**src/hdl/fault_zone_pkg.sv**
```systemverilog
package fault_zone_pkg;

  // ==========================================================
  // Channel and zone layout
  localparam int NUM_CHANNELS = 8;
  localparam int CH_PER_ZONE = 4;
  localparam int NUM_FAULT_PINS = 4;

  // ==========================================================
  // Command codes (values are arbitrary)
  localparam logic [7:0] CMD_CONFIG_ALL = 8'hd1;
  localparam logic [7:0] CMD_PROPAGATE_A = 8'hd2;
  localparam logic [7:0] CMD_PROPAGATE_B = 8'hd3;
  localparam logic [7:0] CMD_PWRGD_EN = 8'hd4;
  localparam logic [7:0] CMD_RESPONSE_Z0A = 8'hd5;
  localparam logic [7:0] CMD_RESPONSE_Z0B = 8'hd6;
  localparam logic [7:0] CMD_RESPONSE_Z1A = 8'hd7;
  localparam logic [7:0] CMD_RESPONSE_Z1B = 8'hd8;
  localparam logic [7:0] CMD_PIN_STATUS = 8'hd9;

  // ==========================================================
  // Global configuration fields
  localparam int CFG_PEC_BIT = 2;
  localparam int CFG_LONG_TIMEOUT_BIT = 1;
  localparam int CFG_WPU_DIS_BIT = 0;
  localparam logic [15:0] CFG_WRITE_MASK = 16'h1cff;
  localparam logic [15:0] CFG_RESET = 16'h0000;

  // ==========================================================
  // Power-good enable fields
  localparam int PG_WDOG_BIT = 8;
  localparam logic [15:0] PG_WRITE_MASK = 16'h01ff;
  localparam logic [15:0] PG_RESET = 16'h0000;

  // ==========================================================
  // Other reset values and long-timeout factor
  localparam logic [7:0] PROP_RESET = 8'h00;
  localparam logic [3:0] RESP_RESET = 4'h0;
  localparam int LONG_TIMEOUT_FACTOR = 8;

  // ==========================================================
  // Timing
  localparam int CLK_PERIOD_PS = 8000;
  localparam int FAULT_FILTER_NS = 10000;
  localparam int FAULT_FILTER_CYCLES =
    (FAULT_FILTER_NS * 1000 + CLK_PERIOD_PS - 1) / CLK_PERIOD_PS;
  localparam int FILTER_W = 11;
  localparam logic [FILTER_W-1:0] FILTER_LIMIT = FILTER_W'(FAULT_FILTER_CYCLES);

endpackage

```
**src/hdl/fault_zone_powergood.sv**
```systemverilog
// How it works
// - Packet-error-check bit low: check byte optional; high: check byte required.
// - Long-timeout bit multiplies the bus inactivity timeout by eight.
// - Pull-up-disable low: weak pull-up on input enable unless fault forced off.
// - Pull-up-disable high: input enable driver released unless fault forced off.
// - Channels 0-3 reach only zone 0 pins, channels 4-7 only zone 1 pins.
// - First propagate bit set: faulted-off channel pulls its zone's first pin low.
// - Second propagate bit set: faulted-off channel pulls its zone's second pin low.
// - A low fault pin never affects a channel whose response bit is zero.
// - Propagate bits 15 to 1 ignore writes and read as zero.
// - Power-good pin high only when every enabled channel not left out reports good.
// - A channel with its enable bit clear does not touch power good.
// - Watchdog enable set: watchdog not-expired joins the power-good AND.
// - Watchdog enable clear: watchdog expiry does not alter power good.
// - Odd channels in high-resolution mode are left out of power good.
// - Power-good enable bits 15 to 9 are read-only zero.
// - Responding channel shuts down after pin low 10 us; restarts on release.
// - Fault-pin shutdown pulls alert low and sets the channel's status bit.
`timescale 1ns/1ps
`default_nettype none

module fault_zone_powergood #(
  parameter int BASE_TIMEOUT_CYCLES = 3125000
) (
  // Clock and reset
  input wire logic ref_clk,
  input wire logic rst,
  // Command port from the bus transaction layer
  input wire logic cmd_valid,
  input wire logic cmd_write,
  input wire logic [7:0] cmd_code,
  input wire logic [2:0] cmd_page,
  input wire logic [15:0] cmd_wdata,
  output logic rsp_valid,
  output logic rsp_error,
  output logic [15:0] rsp_rdata,
  // Bus protocol control
  input wire logic bus_busy,
  input wire logic bus_activity,
  output logic pec_required,
  output logic bus_timeout,
  // Input enable pin
  input wire logic vin_en_forced_off,
  output logic vin_en_pullup_on,
  output logic vin_en_out,
  output logic vin_en_oe_n,
  // Channel status
  input wire logic [7:0] ch_faulted_off,
  input wire logic [7:0] ch_power_good,
  input wire logic [7:0] ch_high_res,
  input wire logic wdog_not_expired,
  output logic [7:0] ch_fault_pin_shutdown,
  output logic power_good,
  // Zone fault pins, open drain
  input wire logic zone0_fault_pin_a_in,
  output logic zone0_fault_pin_a_out,
  output logic zone0_fault_pin_a_oe_n,
  input wire logic zone0_fault_pin_b_in,
  output logic zone0_fault_pin_b_out,
  output logic zone0_fault_pin_b_oe_n,
  input wire logic zone1_fault_pin_a_in,
  output logic zone1_fault_pin_a_out,
  output logic zone1_fault_pin_a_oe_n,
  input wire logic zone1_fault_pin_b_in,
  output logic zone1_fault_pin_b_out,
  output logic zone1_fault_pin_b_oe_n,
  // Alert pin, open drain
  output logic alert_output_out,
  output logic alert_output_oe_n
);

  // ==========================================================
  // State
  logic [15:0] config_reg, config_next;
  logic [7:0] prop_a_reg, prop_a_next;
  logic [7:0] prop_b_reg, prop_b_next;
  logic [15:0] pg_en_reg, pg_en_next;
  logic [3:0] resp_reg [4];
  logic [3:0] resp_next [4];
  logic [7:0] status_reg, status_next;
  logic rsp_valid_reg, rsp_valid_next;
  logic rsp_error_reg, rsp_error_next;
  logic [15:0] rdata_reg, rdata_next;
  logic [31:0] tmo_cnt_reg, tmo_cnt_next;
  logic tmo_reg, tmo_next;
  logic [fault_zone_pkg::FILTER_W-1:0] filt_reg [4];
  logic [fault_zone_pkg::FILTER_W-1:0] filt_next [4];
  logic [7:0] shut_reg, shut_next;
  logic [3:0] pin_oe_n_reg, pin_oe_n_next;
  logic pg_reg, pg_next;
  logic pullup_reg, pullup_next;
  logic vin_oe_n_reg, vin_oe_n_next;

  logic [3:0] pin_level;
  logic [3:0] pin_qualified;
  logic [31:0] tmo_limit;
  logic [7:0] pg_excluded;

  // Pin index: 0 zone0 a, 1 zone0 b, 2 zone1 a, 3 zone1 b
  function automatic logic [1:0] pin_index(input logic zone, input logic second);
    pin_index = {zone, second};
  endfunction

  function automatic logic zone_of(input int ch);
    zone_of = (ch >= fault_zone_pkg::CH_PER_ZONE);
  endfunction

  // ==========================================================
  // Pin sensing
  // Sense the wire, not our own drive, so other managers are seen too
  // wired-AND sensing
  assign pin_level = {zone1_fault_pin_b_in, zone1_fault_pin_a_in,
                      zone0_fault_pin_b_in, zone0_fault_pin_a_in};

  always_comb begin
    for (int p = 0; p < fault_zone_pkg::NUM_FAULT_PINS; p++) begin
      pin_qualified[p] = (filt_reg[p] >= fault_zone_pkg::FILTER_LIMIT);
    end
  end

  assign tmo_limit = config_reg[fault_zone_pkg::CFG_LONG_TIMEOUT_BIT] ?
                     32'(BASE_TIMEOUT_CYCLES * fault_zone_pkg::LONG_TIMEOUT_FACTOR) :
                     32'(BASE_TIMEOUT_CYCLES);

  always_comb begin
    for (int c = 0; c < fault_zone_pkg::NUM_CHANNELS; c++) begin
      pg_excluded[c] = (c % 2 == 1) && ch_high_res[c];
    end
  end

  // ==========================================================
  // Next-state logic
  always_comb begin
    logic [7:0] shut_rise;
    logic [15:0] rd;
    logic hit;
    shut_rise = 8'h00;
    rd = 16'h0000;
    hit = 1'b1;
    config_next = config_reg;
    prop_a_next = prop_a_reg;
    prop_b_next = prop_b_reg;
    pg_en_next = pg_en_reg;
    for (int p = 0; p < 4; p++) begin
      resp_next[p] = resp_reg[p];
    end
    status_next = status_reg;

    // Command decode; propagate bits are held per page
    unique case (cmd_code)
      fault_zone_pkg::CMD_CONFIG_ALL: rd = config_reg;
      fault_zone_pkg::CMD_PROPAGATE_A: rd = {15'h0000, prop_a_reg[cmd_page]};
      fault_zone_pkg::CMD_PROPAGATE_B: rd = {15'h0000, prop_b_reg[cmd_page]};
      fault_zone_pkg::CMD_PWRGD_EN: rd = pg_en_reg & fault_zone_pkg::PG_WRITE_MASK;
      fault_zone_pkg::CMD_RESPONSE_Z0A: rd = {12'h000, resp_reg[0]};
      fault_zone_pkg::CMD_RESPONSE_Z0B: rd = {12'h000, resp_reg[1]};
      fault_zone_pkg::CMD_RESPONSE_Z1A: rd = {12'h000, resp_reg[2]};
      fault_zone_pkg::CMD_RESPONSE_Z1B: rd = {12'h000, resp_reg[3]};
      fault_zone_pkg::CMD_PIN_STATUS: rd = {8'h00, status_reg};
      default: hit = 1'b0;
    endcase

    if (cmd_valid && cmd_write && hit) begin
      unique case (cmd_code)
        fault_zone_pkg::CMD_CONFIG_ALL:
          config_next = cmd_wdata & fault_zone_pkg::CFG_WRITE_MASK;
        fault_zone_pkg::CMD_PROPAGATE_A: prop_a_next[cmd_page] = cmd_wdata[0];
        fault_zone_pkg::CMD_PROPAGATE_B: prop_b_next[cmd_page] = cmd_wdata[0];
        fault_zone_pkg::CMD_PWRGD_EN:
          pg_en_next = cmd_wdata & fault_zone_pkg::PG_WRITE_MASK;
        fault_zone_pkg::CMD_RESPONSE_Z0A: resp_next[0] = cmd_wdata[3:0];
        fault_zone_pkg::CMD_RESPONSE_Z0B: resp_next[1] = cmd_wdata[3:0];
        fault_zone_pkg::CMD_RESPONSE_Z1A: resp_next[2] = cmd_wdata[3:0];
        fault_zone_pkg::CMD_RESPONSE_Z1B: resp_next[3] = cmd_wdata[3:0];
        // Write one to clear
        fault_zone_pkg::CMD_PIN_STATUS: status_next = status_reg & ~cmd_wdata[7:0];
        default: status_next = status_reg;
      endcase
    end

    rsp_valid_next = cmd_valid;
    rsp_error_next = cmd_valid && !hit;
    rdata_next = (cmd_valid && !cmd_write && hit) ? rd : 16'h0000;

    // Bus inactivity timer; holds at the limit so the pulse fires once
    tmo_cnt_next = tmo_cnt_reg;
    tmo_next = 1'b0;
    if (!bus_busy || bus_activity) begin
      tmo_cnt_next = 32'h0000_0000;
    end else if (tmo_cnt_reg < tmo_limit) begin
      tmo_cnt_next = tmo_cnt_reg + 32'h0000_0001;
      tmo_next = (tmo_cnt_reg + 32'h0000_0001 == tmo_limit);
    end

    for (int p = 0; p < 4; p++) begin
      if (pin_level[p]) begin
        filt_next[p] = '0;
      end else if (!pin_qualified[p]) begin
        filt_next[p] = filt_reg[p] + fault_zone_pkg::FILTER_W'(1);
      end else begin
        filt_next[p] = filt_reg[p];
      end
    end

    // Shutdown ends as soon as the pin releases; restart timing is downstream
    for (int c = 0; c < fault_zone_pkg::NUM_CHANNELS; c++) begin
      shut_next[c] =
        (pin_qualified[pin_index(zone_of(c), 1'b0)] && resp_reg[pin_index(zone_of(c), 1'b0)][c % 4]) ||
        (pin_qualified[pin_index(zone_of(c), 1'b1)] && resp_reg[pin_index(zone_of(c), 1'b1)][c % 4]);
    end
    shut_rise = shut_next & ~shut_reg;
    status_next = status_next | shut_rise;

    pin_oe_n_next = 4'hf;
    for (int c = 0; c < fault_zone_pkg::NUM_CHANNELS; c++) begin
      if (ch_faulted_off[c] && prop_a_reg[c]) begin
        pin_oe_n_next[pin_index(zone_of(c), 1'b0)] = 1'b0;
      end
      if (ch_faulted_off[c] && prop_b_reg[c]) begin
        pin_oe_n_next[pin_index(zone_of(c), 1'b1)] = 1'b0;
      end
    end

    pg_next = 1'b1;
    for (int c = 0; c < fault_zone_pkg::NUM_CHANNELS; c++) begin
      if (pg_en_reg[c] && !pg_excluded[c] && !ch_power_good[c]) begin
        pg_next = 1'b0;
      end
    end
    if (pg_en_reg[fault_zone_pkg::PG_WDOG_BIT] && !wdog_not_expired) begin
      pg_next = 1'b0;
    end

    pullup_next = !vin_en_forced_off && !config_reg[fault_zone_pkg::CFG_WPU_DIS_BIT];
    vin_oe_n_next = !vin_en_forced_off;
  end

  // ==========================================================
  // Registers
  always_ff @(posedge ref_clk or posedge rst) begin
    if (rst) begin
      config_reg <= fault_zone_pkg::CFG_RESET;
      prop_a_reg <= fault_zone_pkg::PROP_RESET;
      prop_b_reg <= fault_zone_pkg::PROP_RESET;
      pg_en_reg <= fault_zone_pkg::PG_RESET;
      for (int p = 0; p < 4; p++) begin
        resp_reg[p] <= fault_zone_pkg::RESP_RESET;
        filt_reg[p] <= '0;
      end
      status_reg <= 8'h00;
      rsp_valid_reg <= 1'b0;
      rsp_error_reg <= 1'b0;
      rdata_reg <= 16'h0000;
      tmo_cnt_reg <= 32'h0000_0000;
      tmo_reg <= 1'b0;
      shut_reg <= 8'h00;
      pin_oe_n_reg <= 4'hf;
      pg_reg <= 1'b0;
      pullup_reg <= 1'b0;
      vin_oe_n_reg <= 1'b1;
    end else begin
      config_reg <= config_next;
      prop_a_reg <= prop_a_next;
      prop_b_reg <= prop_b_next;
      pg_en_reg <= pg_en_next;
      for (int p = 0; p < 4; p++) begin
        resp_reg[p] <= resp_next[p];
        filt_reg[p] <= filt_next[p];
      end
      status_reg <= status_next;
      rsp_valid_reg <= rsp_valid_next;
      rsp_error_reg <= rsp_error_next;
      rdata_reg <= rdata_next;
      tmo_cnt_reg <= tmo_cnt_next;
      tmo_reg <= tmo_next;
      shut_reg <= shut_next;
      pin_oe_n_reg <= pin_oe_n_next;
      pg_reg <= pg_next;
      pullup_reg <= pullup_next;
      vin_oe_n_reg <= vin_oe_n_next;
    end
  end

  // ==========================================================
  // Outputs
  assign rsp_valid = rsp_valid_reg;
  assign rsp_error = rsp_error_reg;
  assign rsp_rdata = rdata_reg;
  assign pec_required = config_reg[fault_zone_pkg::CFG_PEC_BIT];
  assign bus_timeout = tmo_reg;
  assign vin_en_pullup_on = pullup_reg;
  assign vin_en_out = 1'b0;
  assign vin_en_oe_n = vin_oe_n_reg;
  assign ch_fault_pin_shutdown = shut_reg;
  assign power_good = pg_reg;
  assign zone0_fault_pin_a_out = 1'b0;
  assign zone0_fault_pin_b_out = 1'b0;
  assign zone1_fault_pin_a_out = 1'b0;
  assign zone1_fault_pin_b_out = 1'b0;
  assign zone0_fault_pin_a_oe_n = pin_oe_n_reg[0];
  assign zone0_fault_pin_b_oe_n = pin_oe_n_reg[1];
  assign zone1_fault_pin_a_oe_n = pin_oe_n_reg[2];
  assign zone1_fault_pin_b_oe_n = pin_oe_n_reg[3];
  // alert held low while status set
  assign alert_output_out = 1'b0;
  assign alert_output_oe_n = ~|status_reg;

endmodule // fault_zone_powergood

`default_nettype wire

```
**config.mk**
```make
export PLATFORM = sky130hd
export DESIGN_NAME = fault_zone_powergood
export DESIGN_NICKNAME = d
export VERILOG_FILES = /design/src/hdl/fault_zone_pkg.sv /design/src/hdl/fault_zone_powergood.sv
export SDC_FILE = /design/constraint.sdc
export NUM_CORES = 1
export LEC_CHECK = 0
export BUFFER_PORTS_ARGS = -buffer_cell sky130_fd_sc_hd__buf_2
export CORE_ASPECT_RATIO = 0.9
export CORE_UTILIZATION = 30
export DETAILED_ROUTE_END_ITERATION = 8
export GPL_TIMING_DRIVEN = 0
export MAX_ROUTING_LAYER = met4
export SETUP_SLACK_MARGIN = 0.15
export SLEW_MARGIN = 30
export SYNTH_ARGS = -nofsm -noshare
export SYNTH_HDL_FRONTEND = slang
export SYNTH_SLANG_ARGS = --single-unit
```
**constraint.sdc**
```tcl
create_clock -name ref_clk -period 13.6 [get_ports ref_clk]
set_clock_uncertainty 0.2 [all_clocks]
set_input_delay 2.72 -clock ref_clk [delete_from_list [all_inputs] [get_ports ref_clk]]
set_output_delay 2.72 -clock ref_clk [all_outputs]
set_load 0.02 [all_outputs]
```
==> impl_metrics.yaml, run 1 <==
detailed_routing:
  wl_met2_um: 10100
  routed_via_density: 4.84
  wl_um: 21200
  routed-wl-met3_um: 867
  dr.pass1.iters: 5
  vias: 6720
  ant_nets: 0
  met1_length_um: 10100
  initialDrtViolationCount: 526
  detail_route.wl_per_cell_um: 15.3
  top_layer_used: "met4"
  drc: 0
cells_and_area:
  drive_above_1_share_pct: 21.7
  multi_input_area_sq_um: 4280
  regArea_sq_um: 4160
  fin_area_sq_um: 10300
  final_nets: 1060
  largest_reg_flops: 44
  nFillCells: 2922
  syn_to_final_growth_pct: 17.6
clocking:
  postCtsHoldBufs: 0
  cts_sinks: 166
  cts_tree: "built"
  cts_resized: 0
  cts_inserted_buffers: 17
  insertion_delay_ns: 0.43
  cts_setup_buffers: 0
  clk_pin_slew_ns: 0.06
  cts_root_buf: "clkbuf_16"
  htree_levels: 4
  cts.path.max_buffers: 2
sta:
  fmaxAchievable_mhz: 200
  period_minus_slack_ns: 5.01
  tightest_slew_ns: 0.764
  finalSetupViolCount: 0
  relSlewSlack_pct: 49.0
  rsz0062_at_grt: "no"
  timing.final.crit_share_pct: 36.8
  drv_slew: 0
  hold_viol: 0
  tns_ns: 0
critical_path:
  critPathSlowestCell: "nor3b_1"
  crit_cells: 6
  path_delay_family: "simple AND/OR/NAND/NOR gates"
  crit_path_start_kind: "input pin"
  rrSetupSlack_ns: 9.76
  endpoint: "pg_en_reg[8]"
  crit_path_max_fanout: 9
  cp_data_arrival_time_ns: 5.12
  endpoint_kind: "register"
  cp_num_buf_inv: 1
  reg2regPathDepth: 11
  critPathRequiredTime_ns: 13.71
  r2r_end: "tmo_cnt_reg[3]"
  r2r_start: "config_reg[1]"
  critPathKind: "in -> reg"
  crit_start: "cmd_code[5]"
  crit_chain: "buf_2 > nand4b_4 > nor3b_1 > nor3b_2 > nand2_1 > mux2_2"
  max_stage_delay_ns: 0.66
place:
  hpwlAfterDp_um: 15500
  numPortBuffers: 82
  globalplace.congestion: 0.896
  place_area_sq_um: 9770
die:
  core_area_sq_um: 28900
  die_x_um: 183
  start_util_pct: 30.5
  die_height_um: 164
  ios: 105
  rows: 59
  dieArea_sq_um: 30000
global_route:
  grt.total_usage_pct: 15.3
  grt_pass1_wl_um: 35000
  grt_pass1_vias: 6602
  grt_antenna_before_repair: 1
  grt_max_degree: 90
  grt.overflow.total: 0
yosys:
  synth_area_sq_um: 8800
  synth_area_leaders: "dfrtp_1, mux2_2, nor2_1, xnor2_1, ha_1"
  yosysMostFrequentCell: "dfrtp_1"
  ys_ff_latch: 166
  syn_avg_cell_area_sq_um: 10.2
  netlist_instances: 866
  yosysTopAreaCell: "dfrtp_1"
  yosysUniqueCellTypes: 77
  ys_seq_area_share_pct: 47.3
  synth-edff-count: 0
  synthTopCellsByCount: "dfrtp_1, nor2_1, nand2_1"
  yosysWarnings: 0
  async_reset_ff_share_pct: 100
  synthFlopType: "dfrtp_1"
  synth_top_cell_area_share_pct: 45.8
pwr:
  power.total_mw: 1.02
  power.leakage_nw: 4.60
  ir_drop_uv: 76.3
  power_density_nw_per_um2: 98.7
worst_hold_path:
  hold_path_class: "reg -> reg"
job:
  maxCapViolCount: 0
outcome:
  status: "finished clean"
[worst min path at each step]
stage / to / depth (start not counted) / startpoint / slack [ns]
global route: vin_en_pullup_on / 1 / config_reg[0] / 0.29
detailed placement: vin_en_pullup_on / 1 / config_reg[0] / 0.25
CTS: vin_en_pullup_on / 1 / config_reg[0] / 0.26
floorplan: pin_oe_n_reg[0] / 1 / prop_a_reg[2] / 0.21
finish: vin_en_pullup_on / 1 / config_reg[0] / 0.26
global placement: vin_en_pullup_on / 1 / config_reg[0] / 0.25
[cell usage in the layout (no fill, tap or decap), drive strengths merged, types with 7 or more instances in the layout]
cell type  count
dfrtp        161
inv           30
a22o          22
buf          106
nor3b          7
xor2          23
nor2b         11
nand3         29
nor3          31
ha            20
nor4           8
nand4         19
conb          10
a22oi          9
xnor2         37
or3           11
nand2         63
and3          21
clkbuf        52
nor2         112
mux2i          7
mux2          52
a21oi         29
o21ai         18
[layer usage]
| layer | vias up | global-route usage, % |
|---|---|---|
| li1 | 3294 | - |
| met1 | 3295 | 19.9 |
| met2 | 115 | 23.9 |
| met3 | 16 | 3.73 |
| met4 | 0 | 3.67 |
| met5 | - | - |
[where the power goes]
group / switching (mW) / internal [mW] / total (mW)
Clock: 0.205 / 0.260 / 0.465
Combinational: 0.0347 / 0.0187 / 0.0534
Sequential: 0.00451 / 0.498 / 0.502
[through the flow]
stage / utilization (%) / worst slack, ns / instances / hold slack [ns]
finish: 35.8 / 8.59 / 1388 / 0.258
global route: 35.8 / 8.47 / 1387 / 0.292
CTS: 35.8 / 8.61 / 1386 / 0.264
detailed placement: 33.9 / 8.18 / 1354 / 0.254
global placement: 33.7 / 4.07 / 1353 / 0.253
floorplan: - / 6.20 / 875 / 0.209
[worst reg2reg max path: stages (launching register included)]
cell	delay (ns)
dfrtp_1	0.54
clkbuf_1	0.37
inv_1	0.28
ha_1	0.41
nand4_1	0.10
and4bb_4	0.25
a221oi_4	0.43
nand3_2	0.24
buf_6	0.22
clkbuf_1	0.31
o21ai_0	0.26
a21oi_1	0.08
[kinds of logic (layout without fill, tap and decap cells)]
group,after synthesis,in the layout,synth area share (%)
xor+xnor,60,60,5.97
flops,166,166,47.3
buf+inv,82,197,4.41
compound gates,125,125,10.5
fa+ha+maj,20,20,2.84
mux,63,63,8.48
simple gates,349,349,20.4
other cells,1,12,0.0426
[cell type report]
| type | count | area share, % |
|---|---|---|
| clock inverters | 12 | 1.14 |
| flip-flops and latches | 166 | 40.2 |
| clock buffers | 20 | 4.32 |
| repair buffers | 83 | 4.23 |
| multi-input cells | 627 | 41.4 |
| diodes | 2 | 0.0484 |
| inverters | 26 | 1.02 |
| well taps | 396 | 4.79 |
| plain buffers | 56 | 2.81 |
No activity file was read; power rests on OpenSTA's default activity.
==> inputs of run 2 (changes only) <==
--- a/config.mk
+++ b/config.mk
@@ -5,6 +5,7 @@
 export SDC_FILE = /design/constraint.sdc
 export NUM_CORES = 1
 export LEC_CHECK = 0
+export ABC_AREA = 1
 export BUFFER_PORTS_ARGS = -buffer_cell sky130_fd_sc_hd__buf_2
 export CORE_ASPECT_RATIO = 0.9
 export CORE_UTILIZATION = 30
==> constraint.sdc (replaced) <==
create_clock -name ref_clk -period 4.9 [get_ports ref_clk]
set_clock_uncertainty 0.2 [all_clocks]
set_input_delay 0.98 -clock ref_clk [delete_from_list [all_inputs] [get_ports ref_clk]]
set_output_delay 0.98 -clock ref_clk [all_outputs]
set_load 0.02 [all_outputs]
==> run 2 against run 1 <==
Net effect:
- worst hold slack worse by 0.033 ns
- cell count rose by 30%
- via count rose by 27%
- global-route usage rose by 2.5 points
- sequential power grew to 2.8 times the previous value
- synthesized cell count is 46% higher
- synthesized area grew 7.2%
- largest power group unchanged
- highest routed layer unchanged
==> impl_metrics.yaml, run 2 <==
outcome:
  status: "finished clean"
yosys:
  synth-edff-count: 0
  synthFlopType: "dfrtp_1"
  ys_seq_area_share_pct: 44.1
  yosysWarnings: 0
  synthTopCellsByCount: "nand2_1, inv_1, dfrtp_1"
  synth_area_leaders: "dfrtp_1, nand2_1, inv_1, o21ai_0, nand3_1"
  yosysTopAreaCell: "dfrtp_1"
  async_reset_ff_share_pct: 100
  netlist_instances: 1264
  synth_area_sq_um: 9430
  yosysMostFrequentCell: "nand2_1"
  ys_ff_latch: 166
  yosysUniqueCellTypes: 46
  syn_avg_cell_area_sq_um: 7.46
  synth_top_cell_area_share_pct: 42.7
pwr:
  ir_drop_uv: 238
  power.leakage_nw: 5.32
  power.total_mw: 2.95
  power_density_nw_per_um2: 265
critical_path:
  r2r_start: "config_reg[1]"
  cp_data_arrival_time_ns: 3.28
  critPathRequiredTime_ns: 5.04
  endpoint: "tmo_cnt_reg[7]"
  max_stage_delay_ns: 0.68
  crit_chain: "inv_2 > ha_1 > nand2_1 > nor2_1 > a211oi_1 > nand3_1 > nand3_1 > nand2_1 > nor2_2 > buf_2 > nand2_1 > o21ai_0"
  rrSetupSlack_ns: 1.76
  critPathSlowestCell: "dfrtp_1"
  endpoint_kind: "register"
  crit_start: "config_reg[1]"
  r2r_end: "tmo_cnt_reg[7]"
  reg2regPathDepth: 12
  crit_path_max_fanout: 12
  crit_path_start_kind: "register"
  crit_top_cell: "nand2_1"
  critPathKind: "reg -> reg"
clocking:
  insertion_delay_ns: 0.44
  cts_setup_buffers: 0
  htree_levels: 4
  postCtsHoldBufs: 0
  cts_sinks: 166
  cts_root_buf: "clkbuf_16"
  cts_tree: "built"
  cts_inserted_buffers: 17
  cts_resized: 0
  cts.path.max_buffers: 2
  clk_pin_slew_ns: 0.07
cells_and_area:
  final_nets: 1467
  finish.utilization_pct: 36.0
  final_cell_mix: "nand2_1, inv_1, dfrtp_1"
  syn_to_final_growth_pct: 18.0
  diodes: 0
  largest_reg_flops: 44
  drive_above_1_share_pct: 13.7
  final_common_cell: "nand2_1"
  nFillCells: 3252
sta:
  tightest_slew_ns: 0.654
  tns_ns: 0
  rsz0062_at_grt: "no"
  drv_slew: 0
  hold_viol: 0
  timing.final.crit_share_pct: 64.0
  period_minus_slack_ns: 3.14
  finalSetupViolCount: 0
  fmaxAchievable_mhz: 319
  relSlewSlack_pct: 56.4
global_route:
  grt_pass1_wl_um: 43600
  grt.total_usage_pct: 17.8
  grt_max_degree: 30
  grt_antenna_before_repair: 0
  grt_pass1_vias: 8217
  grt.overflow.total: 0
die:
  ios: 105
  core_area_sq_um: 30900
  dieArea_sq_um: 32200
  rows: 61
  die_height_um: 170
  die_x_um: 189
  start_util_pct: 30.5
job:
  maxCapViolCount: 0
detailed_routing:
  vias: 8566
  drc: 0
  routed_via_density: 4.74
  initialDrtViolationCount: 610
  dr.pass1.iters: 6
  wl_um: 26500
  ant_nets: 0
  detail_route.wl_per_cell_um: 14.7
place:
  numPortBuffers: 86
  hpwlAfterDp_um: 20200
  globalplace.congestion: 0.907
worst_hold_path:
  hold_depth: 1
  hold_path_class: "reg -> reg"
[run 2: changes by cell type in the layout (fill, tap and decap cells not counted), moves of 10 or more]
cell / previous run / this run
mux2_2: 52 / 0
and3_1: 20 / 0
o21ai_0: 18 / 101
nor3_1: 30 / 40
o22ai_1: 2 / 23
clkbuf_1: 32 / 6
nor2b_1: 11 / 0
a22o_1: 22 / 0
inv_1: 25 / 187
xnor2_1: 37 / 0
or3_1: 11 / 0
nand2_1: 63 / 322
nor2_4: 0 / 10
nand3_1: 28 / 99
[run 2: how the worst min path moves through the flow]
stage / startpoint / slack, ns / end
global placement: prop_a_reg[2] / 0.22 / pin_oe_n_reg[0]
finish: prop_a_reg[6] / 0.23 / pin_oe_n_reg[2]
global route: prop_a_reg[3] / 0.25 / pin_oe_n_reg[0]
CTS: prop_a_reg[6] / 0.23 / pin_oe_n_reg[2]
floorplan: prop_a_reg[3] / 0.20 / pin_oe_n_reg[0]
detailed placement: prop_a_reg[6] / 0.22 / pin_oe_n_reg[2]
[run 2: where the power goes]
part	switching [mW]	internal, mW	total, mW
clock	0.620	0.767	1.39
combinational	0.115	0.0587	0.174
sequential	0.0118	1.38	1.39
total	0.746	2.21	2.95
[run 2: final cells by class]
class,count,area (sq um),area share (%)
buffer,27,160,1.44
sequential,166,4160,37.4
clock buffer,17,425,3.82
tap,409,512,4.60
inverter,195,736,6.61
timing repair buffer,92,558,5.01
clock inverter,15,169,1.52
multi-input combinational,885,4410,39.6
[run 2: critical path, delay by kind of cell, from the launching register on]
family	cells	cell delay [ns]
DFF	1	0.68
AOI/OAI and AO/OA	2	0.29
buffers and inverters	2	0.59
adders and majority gates	1	0.36
and+or+nand+nor	7	0.94
[run 2: stage by stage]
stage               setup WS [ns]  area (sq um)  hold slack [ns]  cells
floorplan                    1.61          9470            0.199   1273
global placement            0.363         10400            0.225   1768
detailed placement           1.67         10500            0.219   1774
CTS                          1.77         11100            0.227   1806
global route                 1.42         11100            0.247   1806
finish                       1.76         11100            0.226   1806
[run 2: kinds of logic after synthesis]
family | count (synthesis) | share of synthesized area [%]
AND/OR/NAND/NOR | 644 | 30.5
buffers and inverters | 222 | 9.46
AO/OA/AOI/OAI | 190 | 11.3
flip-flops | 166 | 44.1
XOR/XNOR | 21 | 1.95
adder cells (fa/ha/maj) | 20 | 2.65
other | 1 | 0.0398
[run 2: metal layers]
metal | global-route usage (%) | vias up | wire (um)
li1 | - | 4328 | -
met1 | 24.0 | 3997 | 13100
met2 | 27.4 | 219 | 11700
met3 | 3.49 | 22 | 1420
met4 | 4.45 | 0 | 295
met5 | - | - | 0
==> inputs of run 3 (changes only) <==
==> constraint.sdc (replaced) <==
create_clock -name ref_clk -period 2.7 [get_ports ref_clk]
set_clock_uncertainty 0.2 [all_clocks]
set_input_delay 0.54 -clock ref_clk [delete_from_list [all_inputs] [get_ports ref_clk]]
set_output_delay 0.54 -clock ref_clk [all_outputs]
set_load 0.02 [all_outputs]
==> run 3 against run 2 <==
Net effect:
- utilization rose by 0.26 points
- wire length barely moved
- register-to-register slack got worse by 1.5 ns
- sequential power rose by 82%
- via count rose by 0.46%
- worst setup slack got worse by 1.5 ns
- global-route usage barely moved
- critical path depth fell by 8
- total power rose by 82%
- first-iteration DRC count rose by 3.3%
==> impl_metrics.yaml, run 3 (synthesized netlist as in run 2, its figures left out) <==
outcome:
  status: "finished clean"
critical_path:
  path_delay_family: "simple AND/OR/NAND/NOR gates"
  endpoint_kind: "output pin"
  critPathKind: "reg -> out"
  crit_chain: "inv_1 > nand2_1 > nor4_1 > buf_2"
  cp_num_buf_inv: 2
  cp_data_arrival_time_ns: 1.70
  crit_path_start_kind: "register"
  critPathRequiredTime_ns: 1.96
  crit_path_max_fanout: 2
  critPathSlowestCell: "nor4_1"
  max_stage_delay_ns: 0.46
detailed_routing:
  routed_via_density: 4.75
  initialDrtViolationCount: 630
  ant_nets: 0
  detail_route.wl_per_cell_um: 14.6
  dr.pass1.iters: 5
  vias: 8605
  wl_um: 26500
  drc: 0
sta:
  relSlewSlack_pct: 56.5
  drv_slew: 0
  worst_hold_slack_ns: 0.0276
  hold_viol: 0
  timing.final.crit_share_pct: 90.5
  period_minus_slack_ns: 2.44
  finalSetupViolCount: 0
  fmaxAchievable_mhz: 409
  rsz0062_at_grt: "yes"
  tightest_slew_ns: 0.653
cells_and_area:
  nFillCells: 3248
  diodes: 0
  largest_reg_flops: 44
  fin_area_sq_um: 11200
  final_nets: 1471
  multi_input_area_sq_um: 4430
  drive_above_1_share_pct: 14.4
  final_common_cell: "nand2_1"
  final_cell_mix: "nand2_1, inv_1, dfrtp_1"
  regArea_sq_um: 4160
  syn_to_final_growth_pct: 18.9
pwr:
  power.total_mw: 5.37
  ir_drop_uv: 434
  power_density_nw_per_um2: 479
  power.leakage_nw: 5.35
die:
  rows: 61
  die_height_um: 170
  die_x_um: 189
  start_util_pct: 30.5
  ios: 105
  dieArea_sq_um: 32200
  core_area_sq_um: 30900
global_route:
  grt.overflow.total: 0
  grt.total_usage_pct: 17.8
  grt_antenna_before_repair: 0
  grt_pass1_vias: 8245
  grt_max_degree: 30
  grt_pass1_wl_um: 43600
clocking:
  cts_inserted_buffers: 17
  insertion_delay_ns: 0.44
  cts_root_buf: "clkbuf_16"
  cts_sinks: 166
  htree_levels: 4
  clk_pin_slew_ns: 0.07
  cts.path.max_buffers: 2
  cts_tree: "built"
job:
  maxCapViolCount: 0
place:
  hpwlAfterDp_um: 20200
  place_area_sq_um: 10500
  numPortBuffers: 86
  globalplace.congestion: 0.907
worst_hold_path:
  hold_path_class: "in -> reg"
-- run 3: cell count changes in the layout (fill, tap and decap cells not counted), moves of 2 or more --
| cell | previous run | this run |
|---|---|---|
| buf_2 | 93 | 91 |
| buf_4 | 11 | 17 |
| buf_6 | 1 | 3 |
| clkbuf_1 | 6 | 3 |
| dfrtp_1 | 161 | 159 |
| dfrtp_2 | 0 | 2 |
| o21ai_0 | 101 | 94 |
| o21ai_1 | 8 | 15 |
-- run 3: report_power, final --
| part | switching [mW] | internal, mW | leakage (nW) |
|---|---|---|---|
| sequential | 0.0213 | 2.51 | 2.06 |
| clock | 1.13 | 1.39 | 0.289 |
| combinational | 0.209 | 0.110 | 3.00 |
-- run 3: final cells by class --
type	count	share of cell area [%]
plain buffers	27	1.64
clock buffers	17	3.79
clock inverters	15	1.51
inverters	195	6.60
multi-input cells	885	39.5
flip-flops and latches	166	37.1
well taps	409	4.56
repair buffers	96	5.27
-- run 3: per-layer routing --
metal / wire length [um] / vias up / track usage (%) / share of wire, %
met1: 13100 / 4045 / 24.0 / 49
met4: 308 / 0 / 4.45 / 1.2
li1: - / 4339 / - / -
met2: 11800 / 202 / 27.5 / 44
met3: 1360 / 19 / 3.49 / 5.1
met5: 0 / - / - / 0
-- run 3: final timing paths --
| path | end | depth (start not counted) | start | slack [ns] |
|---|---|---|---|---|
| worst max-delay path | alert_output_oe_n | 4 | status_reg[4] | 0.26 |
| worst min-delay path | vin_en_oe_n | 2 | vin_en_forced_off | 0.03 |
| worst max register to register | tmo_cnt_reg[7] | 12 | config_reg[1] | 0.26 |
| worst min register to register | pin_oe_n_reg[2] | 1 | prop_a_reg[6] | 0.23 |
| max in group asynchronous | ch_fault_pin_shutdown[1] | 7 | rst | 0.72 |
| min in group asynchronous | rsp_rdata[4] | 3 | rst | 0.46 |
-- run 3: worst register-to-register path, delay by kind of cell, from the launching register on --
family / cells / cell delay [ns]
AOI/OAI and AO/OA: 3 / 0.32
adders and majority gates: 1 / 0.30
buffers and inverters: 2 / 0.36
DFF: 1 / 0.45
and+or+nand+nor: 6 / 0.74
-- run 3: what timing repair did --
item,4_1_cts,5_1_grt
hold endpoints to repair,18,0
pin swaps,0,3
hold buffers,1,0
buffers inserted,2,1
gates resized for setup,8,23
endpoints found under the setup margin,32,31
-- run 3: metrics by stage --
stage	utilization (%)	worst slack (ns)	setup TNS [ns]	instances
global placement	33.7	-1.40	-236.11	1768
detailed placement	34.1	-0.400	-11.25	1774
floorplan	-	-0.149	-23.94	1273
finish	36.3	0.256	0	1810
CTS	36.2	0.167	0	1809
global route	36.3	0.115	0	1810
